`config.mk`:
```
export PLATFORM = sky130hd
export DESIGN_NAME = cea_sequencer
export DESIGN_NICKNAME = d
export VERILOG_FILES = /design/src/design/cea_pkg.sv /design/src/design/cea_sequencer.sv
export SDC_FILE = /design/constraint.sdc
export NUM_CORES = 1
export LEC_CHECK = 0
export ABC_CLOCK_PERIOD_IN_PS = 5000
export BUFFER_PORTS_ARGS = -buffer_cell sky130_fd_sc_hd__buf_2
export CORE_UTILIZATION = 29
export DETAILED_ROUTE_END_ITERATION = 10
export PLACE_DENSITY = 0.47
export SETUP_SLACK_MARGIN = 0.1
export SYNTH_ARGS = -nofsm -noshare
export SYNTH_HDL_FRONTEND = slang
export SYNTH_SLANG_ARGS = --single-unit
```
`constraint.sdc`:
```
create_clock -name CLK_SYS_I -period 5 [get_ports CLK_SYS_I]
set_input_delay 1 -clock CLK_SYS_I [delete_from_list [all_inputs] [get_ports CLK_SYS_I]]
set_output_delay 1 -clock CLK_SYS_I [all_outputs]
set_load 0.01 [all_outputs]
```
`src/design/cea_pkg.sv`:
```
package cea_pkg;

   // Address, vector, count and reset constants.
   localparam logic [15:0] CEA_RESET_VEC_HI   = 16'hFFFE;
   localparam logic [15:0] CEA_RESET_VEC_LO   = 16'hFFFF;
   localparam logic [15:0] CEA_POSTINC_STEP   = 16'h0001;
   localparam int          CEA_MASK_BIT       = 3;
   localparam int          CEA_RESET_CYCLES   = 6;
   localparam int          CEA_QUEUE_FILL     = 3;
   localparam int          CEA_STACK_BYTES    = 5;
   localparam logic [15:0] CEA_SP_RESET       = 16'h00FF;
   localparam logic [7:0]  CEA_CCR_RESET      = 8'h08;

   // Addressing modes served by the address former.
   typedef enum logic [1:0] {
      CEA_IDX_OFF8_POSTINC = 2'h0,
      CEA_IDX_OFF16        = 2'h1,
      CEA_STK_OFF8         = 2'h2,
      CEA_STK_OFF16        = 2'h3
   } cea_amode_t;

   // Bus request issued by the sequencer.
   typedef struct packed {
      logic        valid;
      logic        write;
      logic [15:0] addr;
      logic [7:0]  wdata;
   } cea_bus_t;

   // CPU register snapshot handed in for stacking.
   typedef struct packed {
      logic [15:0] pc;
      logic [7:0]  x;
      logic [7:0]  a;
      logic [7:0]  condition_code_register;
   } cea_regs_t;

   // Sequencer states, Gray coded along the entry path.
   typedef enum logic [3:0] {
      CEA_S_RESET  = 4'h0,
      CEA_S_RVEC   = 4'h1,
      CEA_S_RUN    = 4'h3,
      CEA_S_STACK  = 4'h2,
      CEA_S_VECHI  = 4'h6,
      CEA_S_VECLO  = 4'h7,
      CEA_S_FREE   = 4'h5,
      CEA_S_FILL   = 4'h4,
      CEA_S_WAIT   = 4'hC,
      CEA_S_STOP   = 4'hD,
      CEA_S_ENTER_BACKGROUND_INSTR   = 4'hF
   } cea_state_t;

endpackage

```
`src/design/cea_sequencer.sv`:
```
// Behaviour
// - Indexed off8 post-increment: address is index plus unsigned byte, index then plus one.
// - Indexed off16: address is index plus 16-bit offset, index unchanged.
// - Stack off8: address is stack pointer plus unsigned byte offset.
// - Stack off16: address is stack pointer plus 16-bit offset.
// - Any reset aborts current activity at once, not at instruction boundary.
// - Reset ends only after source determination completes and the pin is released.
// - After reset, six cycles fetch vector from top two addresses and fill queue.
// - Interrupts are taken at an instruction boundary; saved PC is next instruction.
// - Vector is the software interrupt's when one is requested; otherwise from highest pending interrupt at entry start.
// - Entry stacks PC low, PC high, index low, accumulator, condition codes.
// - Mask bit is set after condition codes are stacked, before service code.
// - Then vector high, vector low, one free cycle, three queue fetches.
// - Entry never stacks the index high byte.
// - Software interrupt uses same entry, ignores mask, synchronous with execution.
// - Wait clears mask bit then gates CPU clocks until interrupt or reset.
// - Interrupt or reset in wait restarts clocks and is processed normally.
// - Background command in wait restarts clocks and enters active background mode.
// - Stop halts all clocks unless configured to keep a minimal set running or debug enable is set.
// - With debug enable set, stop keeps the oscillator running.
// - With debug enable set in stop, background command enters active background mode.
// - Enter-background instruction stops user execution and enters background mode.
// - Background mode left only by reset or the resume command.
// - The mask is bit three of the condition code register.
`timescale 1ns/100ps
`default_nettype none
module cea_sequencer
   import cea_pkg::*;
#(
   parameter int IRQ_N = 8
) (
   input  wire logic             CLK_SYS_I,
   input  wire logic             RST_B_I,
   input  wire logic             SRC_DET_DONE_I,
   input  wire logic             RST_PIN_B_I,
   input  wire cea_amode_t       AMODE_I,
   input  wire logic [7:0]       OFF8_I,
   input  wire logic [15:0]      OFF16_I,
   input  wire logic             IDX_FETCH_DONE_I,
   input  wire logic             INSTR_BOUNDARY_I,
   input  wire cea_regs_t        REGS_I,
   input  wire logic [IRQ_N-1:0] IRQ_I,
   input  wire logic             SWI_I,
   input  wire logic             WAIT_I,
   input  wire logic             STOP_I,
   input  wire logic             ENTER_BACKGROUND_INSTR_I,
   input  wire logic             STOP_KEEP_CLK_I,
   input  wire logic             DBG_DEBUG_ENABLE_BIT_SET_I,
   input  wire logic             DBG_BACKGROUND_CMD_I,
   input  wire logic             DBG_RESUME_CMD_I,
   input  wire logic             BUS_RDY_I,
   input  wire logic [7:0]       BUS_RDATA_I,
   output logic [15:0]           EA_O,
   output logic [15:0]           HX_O,
   output logic [15:0]           SP_O,
   output logic [7:0]            CCR_O,
   output cea_bus_t              BUS_O,
   output logic [15:0]           PC_O,
   output logic                  PC_LOAD_O,
   output logic                  CPU_CLK_EN_O,
   output logic                  OSC_EN_O,
   output logic                  MIN_CLK_EN_O,
   output logic                  ENTER_BACKGROUND_INSTR_ACTIVE_O,
   output logic                  DEBUG_EN_O,
   output logic                  QUEUE_FILL_O
);

   // Highest pending source is the lowest index; vectors descend from below reset.
   function automatic logic [15:0] cea_vec_hi(input logic [IRQ_N-1:0] irq, input logic software_interrupt_instr);
      logic [15:0] v;
      v = CEA_RESET_VEC_HI - 16'h0002;
      for (int i = IRQ_N - 1; i >= 0; i--) begin
         if (irq[i]) begin
            v = CEA_RESET_VEC_HI - 16'(2 * (i + 2));
         end
      end
      if (software_interrupt_instr) begin
         v = CEA_RESET_VEC_HI - 16'h0002;
      end
      return v;
   endfunction

   cea_state_t  st_r, st_nxt;
   logic [15:0] hx_r, hx_nxt;
   logic [15:0] sp_r, sp_nxt;
   logic [7:0]  ccr_r, ccr_nxt;
   logic [15:0] vec_r, vec_nxt;
   logic [15:0] pc_r, pc_nxt;
   logic [15:0] ea_r, ea_nxt;
   logic [2:0]  cnt_r, cnt_nxt;
   logic        dben_r, dben_nxt;
   logic        enter_background_instr_r;
   logic        irq_take;
   logic [39:0] stack_bytes;
   cea_bus_t    bus_nxt, bus_r;
   logic        bus_stall;

   // Bytes in stacking order; the index high byte is left out on purpose.
   assign stack_bytes = {REGS_I.pc[7:0], REGS_I.pc[15:8], REGS_I.x, REGS_I.a, ccr_r};
   assign irq_take    = INSTR_BOUNDARY_I && ((|IRQ_I && !ccr_r[CEA_MASK_BIT]) || SWI_I);

   // The request leaves through a flip-flop, so the cycle in which BUS_O shows it is the one
   // in which the far side answers. A request not yet taken is held as it stands, and no
   // state but CEA_S_RVEC issues anything new until the bus is free; read data is taken in that same cycle.
   // The trade is one cycle of latency for a bus with no combinational path from state to pins.
   assign bus_stall = bus_r.valid && !BUS_RDY_I;

   // Next-state logic for the whole sequencer and the address former.
   always_comb begin
      st_nxt   = st_r;
      hx_nxt   = hx_r;
      sp_nxt   = sp_r;
      ccr_nxt  = ccr_r;
      vec_nxt  = vec_r;
      pc_nxt   = pc_r;
      ea_nxt   = ea_r;
      cnt_nxt  = cnt_r;
      dben_nxt = dben_r || DBG_DEBUG_ENABLE_BIT_SET_I;
      // A request that has not been taken stays on the bus unchanged.
      bus_nxt  = bus_stall ? bus_r : cea_bus_t'('0);
      // Effective address forming; the full 16-bit sum wraps like the address bus.
      case (AMODE_I)
         CEA_IDX_OFF8_POSTINC: ea_nxt = hx_r + {8'h00, OFF8_I};
         CEA_IDX_OFF16:        ea_nxt = hx_r + OFF16_I;
         CEA_STK_OFF8:         ea_nxt = sp_r + {8'h00, OFF8_I};
         CEA_STK_OFF16:        ea_nxt = sp_r + OFF16_I;
         default:              ea_nxt = hx_r;
      endcase
      if (IDX_FETCH_DONE_I && AMODE_I == CEA_IDX_OFF8_POSTINC) begin
         hx_nxt = hx_r + CEA_POSTINC_STEP;
      end
      // Sequencer proper. Entry states only move on when the bus slot is free, so a slow
      // memory stretches an entry sequence without ever reordering it.
      case (st_r)
         CEA_S_RESET: begin
            if (SRC_DET_DONE_I && RST_PIN_B_I) begin
               st_nxt  = CEA_S_RVEC;
               cnt_nxt = 3'h0;
            end
         end
         CEA_S_RVEC: begin
            // Six fixed cycles: vector high, vector low, free, three queue fetches.
            // Each read is issued one cycle before its byte is taken, since the request
            // stands on the bus only after it has passed the output flip-flop.
            cnt_nxt = cnt_r + 3'h1;
            if (cnt_r == 3'h0) begin
               bus_nxt = '{valid: 1'b1, write: 1'b0, addr: CEA_RESET_VEC_HI, wdata: 8'h00};
            end else if (cnt_r == 3'h1) begin
               bus_nxt = '{valid: 1'b1, write: 1'b0, addr: CEA_RESET_VEC_LO, wdata: 8'h00};
               vec_nxt = {BUS_RDATA_I, 8'h00};
            end else if (cnt_r == 3'h2) begin
               vec_nxt = {vec_r[15:8], BUS_RDATA_I};
               pc_nxt  = {vec_r[15:8], BUS_RDATA_I};
            end else begin
               bus_nxt = '{valid: 1'b1, write: 1'b0, addr: pc_r, wdata: 8'h00};
               pc_nxt  = pc_r + 16'h0001;
            end
            if (cnt_r == 3'(CEA_RESET_CYCLES - 1)) begin
               st_nxt = dben_r && enter_background_instr_r ? CEA_S_ENTER_BACKGROUND_INSTR : CEA_S_RUN;
            end
         end
         CEA_S_RUN: begin
            // Background wins over a pending request so a breakpoint is never skipped.
            if (ENTER_BACKGROUND_INSTR_I) begin
               st_nxt = CEA_S_ENTER_BACKGROUND_INSTR;
            end else if (irq_take) begin
               st_nxt  = CEA_S_STACK;
               vec_nxt = cea_vec_hi(IRQ_I, SWI_I);
               cnt_nxt = 3'h0;
            end else if (WAIT_I) begin
               ccr_nxt[CEA_MASK_BIT] = 1'b0;
               st_nxt = CEA_S_WAIT;
            end else if (STOP_I) begin
               st_nxt = CEA_S_STOP;
            end
         end
         CEA_S_STACK: begin
            // One write per free bus slot; the stack pointer moves with each issued byte.
            if (!bus_stall) begin
               bus_nxt = '{valid: 1'b1, write: 1'b1, addr: sp_r,
                           wdata: stack_bytes[39 - 8 * cnt_r -: 8]};
               sp_nxt  = sp_r - 16'h0001;
               cnt_nxt = cnt_r + 3'h1;
               if (cnt_r == 3'(CEA_STACK_BYTES - 1)) begin
                  st_nxt = CEA_S_VECHI;
               end
            end
         end
         CEA_S_VECHI: begin
            // The condition code write stands on the bus now; once it is taken the mask goes up,
            // so no maskable request can slip in before the service code runs.
            if (!bus_stall) begin
               ccr_nxt[CEA_MASK_BIT] = 1'b1;
               bus_nxt = '{valid: 1'b1, write: 1'b0, addr: vec_r, wdata: 8'h00};
               st_nxt  = CEA_S_VECLO;
            end
         end
         CEA_S_VECLO: begin
            // The high vector read is on the bus in this cycle, so its byte is taken here.
            if (!bus_stall) begin
               pc_nxt[15:8] = BUS_RDATA_I;
               bus_nxt = '{valid: 1'b1, write: 1'b0, addr: vec_r + 16'h0001, wdata: 8'h00};
               st_nxt  = CEA_S_FREE;
            end
         end
         CEA_S_FREE: begin
            // The low vector byte lands while the next bus slot is left empty.
            if (!bus_stall) begin
               pc_nxt[7:0] = BUS_RDATA_I;
               st_nxt  = CEA_S_FILL;
               cnt_nxt = 3'h0;
            end
         end
         CEA_S_FILL: begin
            // Three prefetches refill the queue; the last is still on the bus as RUN begins.
            if (!bus_stall) begin
               bus_nxt = '{valid: 1'b1, write: 1'b0, addr: pc_r, wdata: 8'h00};
               pc_nxt  = pc_r + 16'h0001;
               cnt_nxt = cnt_r + 3'h1;
               if (cnt_r == 3'(CEA_QUEUE_FILL - 1)) begin
                  st_nxt = CEA_S_RUN;
               end
            end
         end
         CEA_S_WAIT: begin
            // A host command is checked first so a debugger can always reach a sleeping core.
            if (DBG_BACKGROUND_CMD_I) begin
               st_nxt = CEA_S_ENTER_BACKGROUND_INSTR;
            end else if (|IRQ_I) begin
               st_nxt  = CEA_S_STACK;
               vec_nxt = cea_vec_hi(IRQ_I, 1'b0);
               cnt_nxt = 3'h0;
            end
         end
         CEA_S_STOP: begin
            // Without the kept clock set no interrupt is seen, so only reset or a background command with debug enabled wakes it.
            if (DBG_BACKGROUND_CMD_I && dben_r) begin
               st_nxt = CEA_S_ENTER_BACKGROUND_INSTR;
            end else if (|IRQ_I && STOP_KEEP_CLK_I) begin
               st_nxt  = CEA_S_STACK;
               vec_nxt = cea_vec_hi(IRQ_I, 1'b0);
               cnt_nxt = 3'h0;
            end
         end
         CEA_S_ENTER_BACKGROUND_INSTR: begin
            // Debug stays enabled once the host has taken control.
            dben_nxt = 1'b1;
            if (DBG_RESUME_CMD_I) begin
               st_nxt = CEA_S_RUN;
            end
         end
         default: st_nxt = CEA_S_RESET;
      endcase
   end

   // Asynchronous reset drops everything at once, mid-instruction included.
   // A half-stacked entry is simply abandoned; nothing is replayed after release.
   always_ff @(posedge CLK_SYS_I or negedge RST_B_I) begin
      if (!RST_B_I) begin
         st_r   <= CEA_S_RESET;
         hx_r   <= 16'h0000;
         sp_r   <= CEA_SP_RESET;
         ccr_r  <= CEA_CCR_RESET;
         vec_r  <= 16'h0000;
         pc_r   <= 16'h0000;
         ea_r   <= 16'h0000;
         cnt_r  <= 3'h0;
         dben_r <= 1'b0;
         bus_r  <= '0;
      end else begin
         st_r   <= st_nxt;
         hx_r   <= hx_nxt;
         sp_r   <= sp_nxt;
         ccr_r  <= ccr_nxt;
         vec_r  <= vec_nxt;
         pc_r   <= pc_nxt;
         ea_r   <= ea_nxt;
         cnt_r  <= cnt_nxt;
         dben_r <= dben_nxt;
         bus_r  <= bus_nxt;
      end
   end

   // Reset into background is requested by the debug enable strap at the last reset vector cycle.
   assign enter_background_instr_r = DBG_DEBUG_ENABLE_BIT_SET_I;

   // Clock gating outputs; the oscillator survives stop when debug is enabled or the kept clock is set.
   assign CPU_CLK_EN_O  = !(st_r == CEA_S_WAIT || st_r == CEA_S_STOP);
   assign OSC_EN_O      = st_r != CEA_S_STOP || dben_r || STOP_KEEP_CLK_I;
   assign MIN_CLK_EN_O  = st_r != CEA_S_STOP || STOP_KEEP_CLK_I;
   assign ENTER_BACKGROUND_INSTR_ACTIVE_O = st_r == CEA_S_ENTER_BACKGROUND_INSTR;
   assign DEBUG_EN_O    = dben_r;
   assign QUEUE_FILL_O  = st_r == CEA_S_FILL;
   assign PC_LOAD_O     = st_r == CEA_S_FREE;
   assign EA_O          = ea_r;
   assign HX_O          = hx_r;
   assign SP_O          = sp_r;
   assign CCR_O         = ccr_r;
   assign PC_O          = pc_r;
   assign BUS_O         = bus_r;

endmodule
`default_nettype wire

```
* Word-level counts from Yosys, hierarchy flattened
Cells that the tools add are included.
W data, S select, Z words.
** Cells by class
- Shift operators :: 1
- Add/subtract/negate cells :: 10
- Bitwise logic cells :: 1
- Muxes and demuxes :: 72
- Equal/unequal tests :: 44
- Reductions and logical operators :: 35
** Operator list (number)
- $mux W16 :: 19
- $mux W26 :: 8
- $pmux W26 S5 :: 1
- $pmux W16 S4 :: 2
- $mux W4 :: 19
- $add A16 B1 Y16 const B :: 3
- $pmux W8 S3 :: 2
- $shiftx A47 B33 Y8 :: 1
- $pmux W4 S11 :: 1
- $ne A2 B2 Y1 const B :: 21
- $add A16 B16 Y16 :: 2
- $add A16 B8 Y16 :: 2
- $mux W3 :: 9
- $pmux W3 S7 :: 1
- $reduce_and A9 Y1 :: 2
- $eq A4 B3 Y1 const B :: 4
- $mux W8 :: 2
- $sub A16 B1 Y16 const B :: 1
- $reduce_and A5 Y1 :: 3
- $reduce_and A13 Y1 :: 1
- $eq A4 B4 Y1 const B :: 3
- $mux W5 :: 2
- $reduce_and A10 Y1 :: 1
- $ne A3 B3 Y1 const B :: 3
- other kinds (28) :: 50
** Word-level totals
- Register bits :: 115
- Output and inout bits :: 105
- Bits of input ports :: 97
- Word-level logic and storage cells :: 178

* Depth between registers and ports, before layout
- Depth in word-level cells :: 12
- Depth in mapped cells :: 13
- Mapped depth without buffers :: 11

* Worst setup path before layout
No wires, ideal clock.
- Path kind :: input to register
- Start :: input port AMODE_I[1]
- End :: register ea_r[14], in the netlist EA_O[14]
- Buffers on the path :: 3
- Path slack :: 0.833 ns
- Library setup time :: 0.080 ns
- Required time :: 4.920 ns
- Stages :: 13
- Data arrival time :: 4.088 ns
- Cells stage by stage :: clkbuf_2 -> nor2b_1 -> buf_4 -> buf_1 -> mux2_2 -> ha_1 -> fa_1 -> a21oi_1 -> o211ai_1 -> o41ai_1 -> nor4_1 -> xor2_1 -> mux2i_1
** On the way
- Word-level cells in the longest chain between the ends :: 2
- Elaborated cells between the ends (all ways) :: 5
- Those cells by class :: 3 x eq/ne; 1 x mux; 1 x reduce/logical
** Ends and longest elaborated chain
- from (decl) :: RTL line cea_sequencer.sv:36 : input wire cea_amode_t AMODE_I,
- $eq A2 B2 Y1, or another cell as far along :: RTL line cea_sequencer.sv:122 : case (AMODE_I)
- $pmux W16 S4 (*) :: RTL line cea_sequencer.sv:122
- named net ea_nxt[14] :: RTL line cea_sequencer.sv:89 : logic [15:0] ea_r, ea_nxt;
- to (signal assigned) :: RTL line cea_sequencer.sv:277 : ea_r <= ea_nxt;
- to (decl) :: RTL line cea_sequencer.sv:89
The timed path passes the listed nets; every way through them passes the cells marked *.
A chain may end at the register's enable or synchronous reset.

* Worst setup path after layout
- Start :: register st_r[2]
- End :: output port QUEUE_FILL_O
** On the way
- Word-level cells in the longest chain between the ends :: 1
** Ends and longest elaborated chain
- from (decl) :: RTL line cea_sequencer.sv:83 : cea_state_t st_r, st_nxt;
- from (signal assigned) :: RTL line cea_sequencer.sv:271 : st_r <= st_nxt;
- $eq A4 B3 Y1 :: RTL line cea_sequencer.sv:293 : assign QUEUE_FILL_O = st_r == CEA_S_FILL;
- to (decl) :: RTL line cea_sequencer.sv:65 : output logic QUEUE_FILL_O
Every way passes these cells.

==> results.rst <==
.. list-table::
   :header-rows: 1

   * - Metric
     - Value
   * - Run status
     - finished, final reports clean
   * - Clock tree from TritonCTS
     - done
   * - Post-Synthesis Cell Area
     - 8690 µm²
   * - Routed WL
     - 31000 µm
   * - DR WL/cell
     - 19.3 µm
   * - Die span in y
     - 175 µm
   * - Synth Instances
     - 1026
   * - Leading register cell type out of synthesis
     - sky130_fd_sc_hd__dfrtp_1
   * - Largest buffer count on any clock path
     - 2
   * - Ports placed on the boundary
     - 202
   * - Number of hold-repair buffers added at the cts stage
     - 0
   * - Global-route met2 utilization
     - 33.2%
   * - Endpoint type of the worst setup path
     - primary output
   * - Pin count of the biggest net entering global routing
     - 58
   * - Hpwl dp
     - 23600 µm
   * - Mean cell area of the mapped netlist
     - 8.47 µm²
   * - Count of nets after finishing
     - 1333
   * - Total Neg Setup Slack
     - 0 ns
   * - Number of antenna violations at the first check in global routing
     - 0
   * - Worst-path cell chain
     - nor2b_1, nand2_1, clkinv_1, buf_4, buf_2
   * - Area grow syn2layout
     - 22.7%
   * - Buffer count from post-CTS setup fixing
     - 0
   * - Slew Viols, Final
     - 0
   * - Cell at the root of the clock tree
     - sky130_fd_sc_hd__clkbuf_16
   * - Number of gates resized after cts
     - 0
   * - Met1 demand-to-capacity share in global routing
     - 27.3%
   * - Met3 demand-to-capacity share in global routing
     - 3.44%
   * - Antenna diode count
     - 0
   * - Register area
     - 2890 µm²
   * - Deepest level of the CTS H-tree
     - 4
   * - Area of the die
     - 30700 µm²
   * - DR vias
     - 8536
   * - Area used by multi-input combinational logic
     - 5470 µm²
   * - CTS clock-pin slew for the worst setup and hold paths
     - 0.06 ns
   * - Setup Crit Path Kind
     - reg -> out
   * - Final RePlAce weighted congestion
     - 0.850
   * - Finished Layout Cells
     - 1604
   * - Count of cell types in the netlist
     - 80
   * - Layout cell share with drive strength beyond 1
     - 25.1%
   * - Final Hold Viols
     - 0
   * - Post-route clock period utilization
     - 71.8%
   * - Biggest fanout along the worst timing path
     - 21
   * - Commonest cells after routing, fill and taps aside
     - sky130_fd_sc_hd__buf_2, sky130_fd_sc_hd__nand2_1, sky130_fd_sc_hd__dfrtp_1
   * - Endpoint of the worst-slack reg-to-reg timing path
     - vec_r[6]
   * - Number of synthesized register bits
     - 115
   * - Leading cell type in the layout, fill and taps excluded
     - sky130_fd_sc_hd__buf_2
   * - Number of design-rule violations left by the first detailed-router iteration
     - 489
   * - Number of buffers added by the clock tree synthesis step
     - 17
   * - Leak pwr
     - 4.78 nW
   * - Fraction of registers with async set/reset
     - 100%
   * - Internal reg-to-reg setup slack
     - 1.89 ns
   * - Antenna violation net count after detailed routing
     - 0
   * - Data arrival time of the critical path
     - 2.59 ns
   * - Worst Hold Class
     - reg -> reg
   * - Timing-limited maximum frequency
     - 278 MHz
   * - Vias per cell
     - 5.32
   * - Relative max-transition margin
     - 24.0%
   * - Worst-case reg-to-reg path depth
     - 8
   * - Number of placement rows
     - 63
   * - Hold Path Cell Cnt
     - 2
   * - Source of the worst register-to-register timing path
     - st_r[2]
   * - Required arrival time at the worst endpoint
     - 4.00 ns
   * - Total GRT Usage
     - 20.4%
   * - Startpoint of the worst hold path
     - BUS_O[4]
   * - Number of enable flip-flop cells after synthesis
     - 0
   * - YS warnings
     - 0
   * - Critical path launch point type
     - flip-flop
   * - Period minus WS final
     - 3.59 ns
   * - Sequential element share of the synthesized area
     - 33.2%
   * - Pre-Repair DR Iteration Count
     - 7
   * - Die width
     - 175 µm
   * - Clock latency of the later-clocked register in the worst-skew pair
     - 0.43 ns
   * - Delay of the slowest cell on the worst path
     - 0.83 ns
   * - Final-report setup violation count
     - 0
   * - Clock Skews
     - 0.0119 ns
   * - Total placed cells including tap cells
     - 1572
   * - Core box area
     - 29600 µm²
   * - Reported max-cap violation count
     - 0
   * - Worst-path cell with the longest stage delay
     - sky130_fd_sc_hd__dfrtp_1
   * - Global-route layer with the greatest usage
     - met2
   * - Slew of the pin with the lowest slew margin
     - 1.14 ns
   * - Global-route wire length before repair
     - 48200 µm
   * - Setup repair after global routing missed its margin
     - no
   * - Grt total ovfl
     - 0
   * - Peak supply drop
     - 258 µV
   * - Ratio of total power to cell area
     - 557 nW/µm²
   * - Clock Sink Count
     - 115
   * - Count of buffers from port buffering
     - 186
   * - Number of fillers in the final layout
     - 3092
   * - Via count of the first global-routing pass
     - 8394
   * - Effective utilization at floorplan
     - 29.4%
   * - Hold-critical path endpoint
     - BUS_O[4]
   * - Post-route DRC violation count
     - 0
cell families after synthesis:
family          after synthesis  synth area share (%)
buf+inv                      86                  4.25
compound gates              298                  21.7
mux                          70                  8.74
simple gates                350                  19.6
other cells                   1                0.0431
xor+xnor                     71                  7.15
flops                       115                  33.2
fa+ha+maj                    35                  5.21
sequential cells by signal, indices dropped and copies added (netlist names):
name	count
BUS_O	26
CCR_O	1
DEBUG_EN_O	1
EA_O	16
HX_O	16
PC_O	16
SP_O	16
cnt_r	3
st_r	4
vec_r	16
critical path: cells and delay by family (launching register included):
family | cells | cell delay, ns
buf+inv | 3 | 0.54
flops | 1 | 0.83
simple gates | 2 | 0.79
layer usage:
metal | share of wire, % | wire, µm
met2 | 46 | 14200
met4 | 2.3 | 721
met1 | 46 | 14400
met3 | 5.3 | 1650
met5 | 0 | 0
worst max path at each step:
stage | startpoint | endpoint | cells after the start
after floorplan | AMODE_I[1] | EA_O[14] | 13
after global placement | AMODE_I[1] | EA_O[13] | 11
after detailed placement | AMODE_I[1] | EA_O[13] | 11
after CTS | st_r[2] | QUEUE_FILL_O | 5
after global routing | st_r[2] | QUEUE_FILL_O | 5
final | st_r[2] | QUEUE_FILL_O | 5
report_power, final:
part           internal, mW  total [mW]  switching [mW]  leakage, nW
combinational          1.15        2.91            1.75         3.04
sequential             1.24        1.74           0.496         1.45
clock                 0.802        1.30           0.493        0.290
stage by stage:
step	hold WS (ns)	util [%]	power (mW)	setup WS, ns	cell area [µm²]
2_1_floorplan	0.516	-	3.58	0.833	8720
3_3_place_gp	0.459	34.0	4.65	1.04	10100
3_5_place_dp	0.465	34.0	4.64	1.04	10100
4_1_cts	0.478	36.1	5.97	1.43	10700
5_1_grt	0.495	36.1	6.36	1.24	10700
6_report	0.476	36.1	5.94	1.41	10700
layout make-up:
class                   instances  area share [%]
inverters                      27           0.950
repair buffers                209            10.4
flip-flops and latches        115            27.1
multi-input cells             831            51.2
well taps                     390            4.57
clock inverters                14            1.67
clock buffers                  18            4.12
Yosys cell counts (5+ instances only):
library cell                 n  area, µm²
sky130_fd_sc_hd__xor2_1     34        298
sky130_fd_sc_hd__a22o_1      6       52.6
sky130_fd_sc_hd__a21o_1      8       60.1
sky130_fd_sc_hd__o21a_1      5       37.5
sky130_fd_sc_hd__o31ai_1     8       60.1
sky130_fd_sc_hd__mux2_2     37        417
sky130_fd_sc_hd__dfrtp_1   106       2650
sky130_fd_sc_hd__buf_1       6       22.5
sky130_fd_sc_hd__buf_4       8       60.1
sky130_fd_sc_hd__dfstp_2     9        236
sky130_fd_sc_hd__o221ai_1    6       52.6
sky130_fd_sc_hd__nor4_1      9       56.3
sky130_fd_sc_hd__o22ai_1    10       62.6
sky130_fd_sc_hd__and3_1     12       75.1
sky130_fd_sc_hd__buf_2       6       30.0
sky130_fd_sc_hd__a22oi_1    18        135
sky130_fd_sc_hd__nand3_1    43        215
sky130_fd_sc_hd__o21ai_0    86        430
sky130_fd_sc_hd__a211oi_1   10       75.1
sky130_fd_sc_hd__a21oi_1    75        375
sky130_fd_sc_hd__nand2_1   120        450
sky130_fd_sc_hd__mux2i_1    32        320
sky130_fd_sc_hd__nand4_1    11       68.8
sky130_fd_sc_hd__nor2b_1    15       93.8
sky130_fd_sc_hd__inv_1      24       90.1
sky130_fd_sc_hd__xnor2_1    37        324
sky130_fd_sc_hd__clkbuf_1   37        139
sky130_fd_sc_hd__nor3_1     19       95.1
sky130_fd_sc_hd__nor2_1     78        293
sky130_fd_sc_hd__ha_1       33        413
sky130_fd_sc_hd__nand2b_1   10       62.6
sky130_fd_sc_hd__a31oi_1    10       62.6
sky130_fd_sc_hd__o211ai_1   12       90.1
Power figures use the tool's default switching activity.
